`config.mk`:
```
export PLATFORM = sky130hd
export DESIGN_NAME = sogc_top
export DESIGN_NICKNAME = d
export VERILOG_FILES = /design/src/design/sogc_pkg.sv /design/src/design/sogc_corr_if.sv /design/src/design/sogc_corr.sv /design/src/design/sogc_top.sv
export SDC_FILE = /design/constraint.sdc
export NUM_CORES = 1
export LEC_CHECK = 0
export BUFFER_PORTS_ARGS = -buffer_cell sky130_fd_sc_hd__buf_2
export CAP_MARGIN = 0
export CELL_PAD_IN_SITES_DETAIL_PLACEMENT = 2
export CELL_PAD_IN_SITES_GLOBAL_PLACEMENT = 2
export CORE_MARGIN = 4
export CORE_UTILIZATION = 43
export DETAILED_ROUTE_END_ITERATION = 12
export PLACE_DENSITY = 0.95
export SYNTH_ARGS = -nofsm -noshare
export SYNTH_HDL_FRONTEND = slang
export SYNTH_SLANG_ARGS = --single-unit
```
`constraint.sdc`:
```
create_clock -name clk_sys -period 16.3 [get_ports clk_sys]
set_input_delay 1.63 -clock clk_sys [delete_from_list [all_inputs] [get_ports clk_sys]]
set_output_delay 1.63 -clock clk_sys [all_outputs]
set_load 0.005 [all_outputs]
```
`src/design/sogc_pkg.sv`:
```
// Package: register map, field layout, reset values and range checks of the correction block
package sogc_pkg;

  // ----------------------------------------------------------------
  // Byte addresses
  // ----------------------------------------------------------------
  localparam logic [7:0] ADDR_GAIN_C_LO = 8'h14;
  localparam logic [7:0] ADDR_GAIN_C_HI = 8'h15;
  localparam logic [7:0] ADDR_GAIN_S_LO = 8'h16;
  localparam logic [7:0] ADDR_GAIN_S_HI = 8'h17;
  localparam logic [7:0] ADDR_OFF_C_LO = 8'h18;
  localparam logic [7:0] ADDR_OFF_C_HI = 8'h19;
  localparam logic [7:0] ADDR_OFF_S_LO = 8'h1a;
  localparam logic [7:0] ADDR_OFF_S_HI = 8'h1b;
  localparam logic [7:0] ADDR_RAW = 8'h24;
  localparam logic [7:0] ADDR_CORR = 8'h28;
  localparam logic [7:0] ADDR_ANGLE_A = 8'h2c;
  localparam logic [7:0] ADDR_ANGLE_B = 8'h30;
  localparam logic [7:0] ADDR_STATUS = 8'h34;
  localparam logic [7:0] ADDR_MASK = 8'h38;
  localparam logic [7:0] ADDR_CONTROL = 8'h3c;

  // ----------------------------------------------------------------
  // Field widths, positions and reset values
  // ----------------------------------------------------------------
  localparam int OFF_W = 13;
  localparam int GAIN_W = 11;
  localparam int SAMP_W = 16;
  localparam int MAG_W = 14;
  localparam int GAIN_SHIFT = 11;
  localparam int FIELD_HI_POS = 16;
  localparam logic [OFF_W-1:0] OFF_RESET = 13'h0000;
  localparam logic [GAIN_W-1:0] GAIN_RESET = 11'h400;
  localparam logic [GAIN_W+1:0] GAIN_HALF = 13'h0400;
  localparam logic signed [OFF_W-1:0] OFF_MIN = -13'sd2730;
  localparam logic signed [OFF_W-1:0] OFF_MAX = 13'sd2729;
  localparam logic [MAG_W-1:0] MAG_MAX = 14'h3fff;

  // Status bits, one per event
  localparam int STAT_W = 4;
  localparam int STAT_COS_OFF_ERR = 0;
  localparam int STAT_SIN_OFF_ERR = 1;
  localparam int STAT_SIN_SAT = 2;
  localparam int STAT_COS_SAT = 3;
  localparam logic [STAT_W-1:0] STAT_RESET = 4'h0;
  localparam logic [STAT_W-1:0] MASK_RESET = 4'h0;
  localparam int CTRL_DISABLE_POS = 0;

  // Accepted offset correction range
  function automatic logic sogc_off_ok(input logic [OFF_W-1:0] v);
    sogc_off_ok = ($signed(v) >= OFF_MIN) && ($signed(v) <= OFF_MAX);
  endfunction

endpackage

```
`src/design/sogc_corr_if.sv`:
```
// Interface: one channel of raw sample, correction values and corrected result
`timescale 1ns/1ps
`default_nettype none
interface sogc_corr_if;
  logic [15:0] raw;
  logic [12:0] offset;
  logic [10:0] gain;
  logic sign_bit;
  logic [13:0] mag;
  logic sat;
  modport calc (input raw, input offset, input gain, output sign_bit, output mag, output sat);
  modport user (output raw, output offset, output gain, input sign_bit, input mag, input sat);
endinterface
`default_nettype wire

```
`src/design/sogc_corr.sv`:
```
// Module: offset and gain correction of one channel into sign and magnitude
`timescale 1ns/1ps
`default_nettype none
module sogc_corr (
  sogc_corr_if.calc ch
);

  logic signed [17:0] sum;
  logic signed [13:0] gain_full;
  logic signed [31:0] prod;
  logic [31:0] prod_abs;
  logic [20:0] mag_wide;

  // ----------------------------------------------------------------
  // (2*raw + offset) * (1024 + gain) / 2048
  // ----------------------------------------------------------------
  always_comb begin
    // One spare bit, so an out-of-range sample plus offset cannot wrap the sum
    sum = $signed({ch.raw[15], ch.raw, 1'b0}) + $signed({{5{ch.offset[12]}}, ch.offset});
    gain_full = $signed({1'b0, sogc_pkg::GAIN_HALF + {2'b00, ch.gain}});
    prod = sum * gain_full;
    // Magnitude taken before the shift, so truncation is toward zero on both signs
    prod_abs = prod[31] ? 32'(-prod) : prod;
    mag_wide = prod_abs[sogc_pkg::GAIN_SHIFT +: 21];
    ch.sat = |mag_wide[20:sogc_pkg::MAG_W];
    ch.mag = ch.sat ? sogc_pkg::MAG_MAX : mag_wide[13:0];
    // A zero result is reported as positive
    ch.sign_bit = prod[31] && (ch.mag != 14'h0000);
  end

endmodule // sogc_corr
`default_nettype wire

```
`src/design/sogc_top.sv`:
```
// Top: correction datapath and register view of the sine/cosine readout
`timescale 1ns/1ps
`default_nettype none
module sogc_top (
  input wire logic clk_sys,
  input wire logic rst,
  input wire logic [7:0] addr,
  input wire logic [7:0] wr_data,
  input wire logic wr_en,
  input wire logic rd_en,
  output logic [31:0] rd_data,
  input wire logic samp_valid,
  input wire logic [15:0] samp_sin,
  input wire logic [15:0] samp_cos,
  input wire logic [15:0] angle_in,
  input wire logic ctl_update,
  input wire logic [12:0] ctl_offset_sin,
  input wire logic [12:0] ctl_offset_cos,
  input wire logic [10:0] ctl_gain_sin,
  input wire logic [10:0] ctl_gain_cos,
  output logic controller_disable,
  output logic irq
);

  // ----------------------------------------------------------------
  // State
  // ----------------------------------------------------------------
  logic [12:0] sine_offset_corr, next_sine_offset_corr;
  logic [12:0] cosine_offset_corr, next_cosine_offset_corr;
  logic [10:0] sine_gain_corr, next_sine_gain_corr;
  logic [10:0] cosine_gain_corr, next_cosine_gain_corr;
  logic [7:0] stage_off_sin, next_stage_off_sin;
  logic [7:0] stage_off_cos, next_stage_off_cos;
  logic [7:0] stage_gain_sin, next_stage_gain_sin;
  logic [7:0] stage_gain_cos, next_stage_gain_cos;
  logic [15:0] raw_sin, next_raw_sin;
  logic [15:0] raw_cos, next_raw_cos;
  logic [15:0] corr_sin, next_corr_sin;
  logic [15:0] corr_cos, next_corr_cos;
  logic [15:0] angle_value, next_angle_value;
  logic [3:0] status, next_status;
  logic [3:0] mask, next_mask;
  logic next_controller_disable;
  logic next_irq;
  logic [31:0] next_rd_data;

  logic [12:0] wr_off;
  logic [10:0] wr_gain;
  logic [3:0] events;
  logic ctl_active;

  // ----------------------------------------------------------------
  // Helpers
  // ----------------------------------------------------------------
  // Upper write byte over the staged low byte gives the whole field
  function automatic logic [12:0] join_off(input logic [7:0] hi, input logic [7:0] lo);
    join_off = {hi[4:0], lo};
  endfunction

  function automatic logic [10:0] join_gain(input logic [7:0] hi, input logic [7:0] lo);
    join_gain = {hi[2:0], lo};
  endfunction

  // ----------------------------------------------------------------
  // Correction channels
  // ----------------------------------------------------------------
  sogc_corr_if sin_ch ();
  sogc_corr_if cos_ch ();

  assign sin_ch.raw = raw_sin;
  assign sin_ch.offset = sine_offset_corr;
  assign sin_ch.gain = sine_gain_corr;
  assign cos_ch.raw = raw_cos;
  assign cos_ch.offset = cosine_offset_corr;
  assign cos_ch.gain = cosine_gain_corr;

  sogc_corr u_corr_sin (
    .ch(sin_ch.calc)
  );

  sogc_corr u_corr_cos (
    .ch(cos_ch.calc)
  );

  // ----------------------------------------------------------------
  // Next-state logic
  // ----------------------------------------------------------------
  always_comb begin
    next_sine_offset_corr = sine_offset_corr;
    next_cosine_offset_corr = cosine_offset_corr;
    next_sine_gain_corr = sine_gain_corr;
    next_cosine_gain_corr = cosine_gain_corr;
    next_stage_off_sin = stage_off_sin;
    next_stage_off_cos = stage_off_cos;
    next_stage_gain_sin = stage_gain_sin;
    next_stage_gain_cos = stage_gain_cos;
    next_mask = mask;
    next_controller_disable = controller_disable;
    events = 4'h0;
    wr_off = join_off(wr_data, stage_off_cos);
    wr_gain = join_gain(wr_data, stage_gain_cos);
    ctl_active = !controller_disable;

    if (wr_en) begin
      case (addr)
        sogc_pkg::ADDR_OFF_C_LO: begin
          next_stage_off_cos = wr_data;
        end
        sogc_pkg::ADDR_OFF_C_HI: begin
          wr_off = join_off(wr_data, stage_off_cos);
          // A software write changes the whole field only here (the controller loads it whole), so a half-written value never reaches the datapath
          if (sogc_pkg::sogc_off_ok(wr_off)) begin
            next_cosine_offset_corr = wr_off;
          end else begin
            events[sogc_pkg::STAT_COS_OFF_ERR] = 1'b1;
          end
        end
        sogc_pkg::ADDR_OFF_S_LO: begin
          next_stage_off_sin = wr_data;
        end
        sogc_pkg::ADDR_OFF_S_HI: begin
          wr_off = join_off(wr_data, stage_off_sin);
          if (sogc_pkg::sogc_off_ok(wr_off)) begin
            next_sine_offset_corr = wr_off;
          end else begin
            events[sogc_pkg::STAT_SIN_OFF_ERR] = 1'b1;
          end
        end
        sogc_pkg::ADDR_GAIN_C_LO: begin
          next_stage_gain_cos = wr_data;
        end
        sogc_pkg::ADDR_GAIN_C_HI: begin
          wr_gain = join_gain(wr_data, stage_gain_cos);
          next_cosine_gain_corr = wr_gain;
        end
        sogc_pkg::ADDR_GAIN_S_LO: begin
          next_stage_gain_sin = wr_data;
        end
        sogc_pkg::ADDR_GAIN_S_HI: begin
          wr_gain = join_gain(wr_data, stage_gain_sin);
          next_sine_gain_corr = wr_gain;
        end
        sogc_pkg::ADDR_MASK: begin
          next_mask = wr_data[3:0];
        end
        sogc_pkg::ADDR_CONTROL: begin
          next_controller_disable = wr_data[sogc_pkg::CTRL_DISABLE_POS];
        end
        default: begin
        end
      endcase
    end

    // The controller's value wins over a software write in the same cycle
    if (ctl_active && ctl_update) begin
      next_sine_offset_corr = ctl_offset_sin;
      next_cosine_offset_corr = ctl_offset_cos;
      next_sine_gain_corr = ctl_gain_sin;
      next_cosine_gain_corr = ctl_gain_cos;
    end

    // Sample capture and result registers
    next_raw_sin = samp_valid ? samp_sin : raw_sin;
    next_raw_cos = samp_valid ? samp_cos : raw_cos;
    next_corr_sin = {sin_ch.sign_bit, 1'b0, sin_ch.mag};
    next_corr_cos = {cos_ch.sign_bit, 1'b0, cos_ch.mag};
    next_angle_value = angle_in;
    events[sogc_pkg::STAT_SIN_SAT] = sin_ch.sat;
    events[sogc_pkg::STAT_COS_SAT] = cos_ch.sat;

  end

  // ----------------------------------------------------------------
  // Status and interrupt: next values
  // ----------------------------------------------------------------
  always_comb begin
    // Sticky status, write one to clear; a new event beats the clear
    next_status = status;
    if (wr_en && (addr == sogc_pkg::ADDR_STATUS)) begin
      next_status = status & ~wr_data[3:0];
    end
    next_status = next_status | events;
    next_irq = |(next_status & next_mask);
  end

  // ----------------------------------------------------------------
  // Read port: next value
  // ----------------------------------------------------------------
  always_comb begin
    // Data valid only in the cycle after the strobe
    next_rd_data = 32'h0000_0000;
    if (rd_en) begin
      case (addr)
        sogc_pkg::ADDR_GAIN_C_LO: begin
          next_rd_data = {5'h00, sine_gain_corr, 5'h00, cosine_gain_corr};
        end
        sogc_pkg::ADDR_OFF_C_LO: begin
          next_rd_data = {3'h0, sine_offset_corr, 3'h0, cosine_offset_corr};
        end
        sogc_pkg::ADDR_RAW: begin
          next_rd_data = {raw_sin, raw_cos};
        end
        sogc_pkg::ADDR_CORR: begin
          next_rd_data = {corr_sin, corr_cos};
        end
        sogc_pkg::ADDR_ANGLE_A, sogc_pkg::ADDR_ANGLE_B: begin
          next_rd_data = {16'h0000, angle_value};
        end
        sogc_pkg::ADDR_STATUS: begin
          next_rd_data = {28'h0000000, status};
        end
        sogc_pkg::ADDR_MASK: begin
          next_rd_data = {28'h0000000, mask};
        end
        sogc_pkg::ADDR_CONTROL: begin
          next_rd_data = {31'h0, controller_disable};
        end
        default: begin
          next_rd_data = 32'h0000_0000;
        end
      endcase
    end
  end

  // ----------------------------------------------------------------
  // Registers
  // ----------------------------------------------------------------
  always_ff @(posedge clk_sys) begin
    if (rst) begin
      sine_offset_corr <= sogc_pkg::OFF_RESET;
      cosine_offset_corr <= sogc_pkg::OFF_RESET;
      sine_gain_corr <= sogc_pkg::GAIN_RESET;
      cosine_gain_corr <= sogc_pkg::GAIN_RESET;
      stage_off_sin <= 8'h00;
      stage_off_cos <= 8'h00;
      stage_gain_sin <= 8'h00;
      stage_gain_cos <= 8'h00;
      raw_sin <= 16'h0000;
      raw_cos <= 16'h0000;
      corr_sin <= 16'h0000;
      corr_cos <= 16'h0000;
      angle_value <= 16'h0000;
      mask <= sogc_pkg::MASK_RESET;
      controller_disable <= 1'b0;
    end else begin
      sine_offset_corr <= next_sine_offset_corr;
      cosine_offset_corr <= next_cosine_offset_corr;
      sine_gain_corr <= next_sine_gain_corr;
      cosine_gain_corr <= next_cosine_gain_corr;
      stage_off_sin <= next_stage_off_sin;
      stage_off_cos <= next_stage_off_cos;
      stage_gain_sin <= next_stage_gain_sin;
      stage_gain_cos <= next_stage_gain_cos;
      raw_sin <= next_raw_sin;
      raw_cos <= next_raw_cos;
      corr_sin <= next_corr_sin;
      corr_cos <= next_corr_cos;
      angle_value <= next_angle_value;
      mask <= next_mask;
      controller_disable <= next_controller_disable;
    end
  end

  // ----------------------------------------------------------------
  // Status and interrupt registers
  // ----------------------------------------------------------------
  always_ff @(posedge clk_sys) begin
    if (rst) begin
      status <= sogc_pkg::STAT_RESET;
      irq <= 1'b0;
    end else begin
      status <= next_status;
      irq <= next_irq;
    end
  end

  // ----------------------------------------------------------------
  // Read data register
  // ----------------------------------------------------------------
  always_ff @(posedge clk_sys) begin
    if (rst) begin
      rd_data <= 32'h0000_0000;
    end else begin
      rd_data <= next_rd_data;
    end
  end

endmodule // sogc_top
`default_nettype wire

```
==> flow_summary.json <==
{
  "synthCells": 3010,
  "num_rows": 89,
  "avgSynthCellArea_um2": 8.66,
  "power-per-cell-area_nw_per_um2": 226,
  "cp_top_family": "adder cells",
  "ios": 152,
  "setup_slack_ns": 3.73,
  "cp.required_ns": 16.65,
  "crit_type": "reg2reg",
  "cts_sinks": 200,
  "drtAntennaViolNets": 0,
  "via_count": 25757,
  "dp_hpwl_mm": 95.7,
  "hp-class": "reg2reg",
  "setup_viol": 0,
  "final_area_um2": 27900,
  "drc_errors": 0,
  "critPathMaxStageDelay_ns": 0.94,
  "critPathBufInv": 5,
  "antenna_found_initial": 11,
  "reg2reg_setup_slack_ns": 3.73,
  "multi_input_area_um2": 19600,
  "drt_iter0_markers": 2990,
  "fin_cells": 3809,
  "coreArea_um2": 59500,
  "clk_path_buf_depth": 2,
  "clock-skew-final_ns": 0.0242,
  "wl_per_cell_um": 37.9,
  "synth_cell_types": 94,
  "clkTransAtPathRegs_ns": 0.09,
  "layout.area.seq_um2": 4000,
  "synth-edff-count": 0,
  "nNetsFinal": 3674,
  "start_util_pct": 43.8,
  "maxSlewViolCount": 0,
  "finalCritPeriodShare_pct": 77.1,
  "max_slew_margin_pct": 1.02,
  "synth_ff_type": "dfxtp_1",
  "synth_area_leaders": "fa_1 (27%), dfxtp_1 (15%), ha_1 (8.6%)",
  "slowest_stage": "xnor2_1",
  "synth_top_area_share_pct": 27.4,
  "gp_congestion": 0.910,
  "post_cts_resized": 0,
  "vdd_drop_max_uv": 145,
  "placed_cells": 3774,
  "ys_seq_area_share_pct": 15.4,
  "cts_tree": "yes",
  "portBuffers": 151,
  "grt_pass1_wl_mm": 208,
  "fin_setup_tns_ns": 0,
  "layout_min_cycle_time_ns": 12.57,
  "crit_fanout": 12,
  "cp.arrival_ns": 12.92,
  "cp-start-kind": "flip-flop",
  "final_common_cell": "inv_1",
  "drive_above_1_share_pct": 9.89,
  "synth_warnings": 0,
  "worst_pin_slew_ns": 1.47,
  "synth-seq-cells": 200,
  "outcome": "finished, violations left",
  "grt_max_degree": 100,
  "area_growth_pct": 7.10,
  "netlist_area_um2": 26100,
  "p_leak_uw": 0.0135,
  "design.die.area_um2": 64600,
  "dpl_cell_area_um2": 27300,
  "place_ws_ns": 5.43,
  "vias_per_cell": 6.76,
  "first_pass_iters": 9,
  "wl_mm": 145,
  "cts_setup_buffers": 0,
  "yosys.area.top_type": "fa_1",
  "first_global_vias": 29743,
  "drv_cap": 1,
  "utilization_pct": 46.9,
  "final_cell_mix": "inv_1 (444), fa_1 (356), nand2_1 (314)",
  "clock_latency_ns": 0.52,
  "failed_checks": "capacitance limit",
  "finalHoldViolations": 0,
  "clock.fmax_mhz": 79.5,
  "cts_hold_buffers": 0,
  "rsz0062_at_grt": "no",
  "end_kind": "flip-flop",
  "clockRootBuffer": "clkbuf_16",
  "cts_buffers": 17,
  "die_w_um": 254,
  "fillers": 6388,
  "grt_use_total_pct": 44.1,
  "htreeDepth": 4,
  "path_common_cell": "fa_1",
  "async_flop_share_pct": 0,
  "overflow": 0,
  "die_h_um": 254
}
-- area by class of cell --
| class | count | area share [%] |
|---|---|---|
| Timing Repair Buffer | 188 | 3.73 |
| Sequential cell | 200 | 14.3 |
| Antenna cell | 4 | 0.0359 |
| Clock inverter | 13 | 0.475 |
| Multi-Input combinational cell | 2168 | 70.4 |
| Inverter | 445 | 5.99 |
| Clock buffer | 18 | 1.57 |
| Tap cell | 773 | 3.47 |
-- per-layer routing --
metal	wire length (um)	track usage, %	up-vias
met5	100	0	-
met4	16700	40.2	16
met3	13700	12.8	1043
met2	66600	71.8	2061
met1	47400	46.3	12878
li1	-	-	9759
-- state kept, by name, summed over array words and instances (netlist names) --
signal / count
stage_off_sin: 8
cos_ch.offset: 13
stage_gain_sin: 8
angle_value: 16
sin_ch.offset: 13
status: 4
raw_sin: 16
mask: 4
stage_off_cos: 8
irq: 1
stage_gain_cos: 8
rd_data: 32
corr_sin: 15
cos_ch.gain: 11
sin_ch.gain: 11
corr_cos: 15
controller_disable: 1
cos_ch.raw: 16
-- logic make-up (layout without fill, tap and decap cells) --
logic type	after synthesis	in the layout	synth area share, %
and+or+nand+nor	897	897	17.0
buffers and inverters	644	664	9.38
adders and majority gates	536	536	36.0
AOI/OAI and AO/OA	470	470	12.7
DFF	200	200	15.4
muxes	137	137	5.39
xor gates and xnor gates	124	124	4.17
other	2	8	0.0288
-- cell usage after synthesis (28+ instances only) --
library cell and n:
a211oi_1 55, a21o_1 38, a21oi_1 128, and2_1 175
clkbuf_1 186, dfxtp_1 200, fa_1 356, ha_1 180
inv_1 444, mux2i_1 111, nand2_1 314, nand2b_1 31
nand3_1 47, nor2_1 180, nor2b_1 39, nor3_1 28
o21ai_0 47, xnor2_1 74, xor2_1 50
-- stage by stage --
step                power (uW)  hold slack, ns
floorplan                 3570           0.436
global placement          4440           0.444
detailed placement        5130           0.472
CTS                       5890           0.484
global route              6440           0.514
finish                    6300           0.500
-- final timing paths --
| kind | startpoint | to | depth (start not counted) |
|---|---|---|---|
| min reg2reg | stage_gain_cos[2]$_SDFFE_PP0P_ | stage_gain_cos[2]$_SDFFE_PP0P_ | 2 |
| max reg2reg | cos_ch.raw[0]$_SDFFE_PP0P_ | corr_cos[13]$_SDFF_PP0_ | 35 |
| min | stage_gain_cos[2]$_SDFFE_PP0P_ | stage_gain_cos[2]$_SDFFE_PP0P_ | 2 |
| max | cos_ch.raw[0]$_SDFFE_PP0P_ | corr_cos[13]$_SDFF_PP0_ | 35 |
-- worst min-delay path: stages, from the launching register on --
cell and delay (ns):
dfxtp_1 0.33, nand2_1 0.06, a21oi_1 0.06
-- report_power, final --
| part | switching [uW] | total (uW) | leakage (uW) | internal, uW |
|---|---|---|---|---|
| registers | 77.7 | 616 | 0.00165 | 538 |
| logic | 3620 | 5210 | 0.0116 | 1590 |
| clock network | 268 | 476 | 0.000282 | 208 |
| total | 3970 | 6300 | 0.0135 | 2330 |
(Power assumes the default switching activity.)
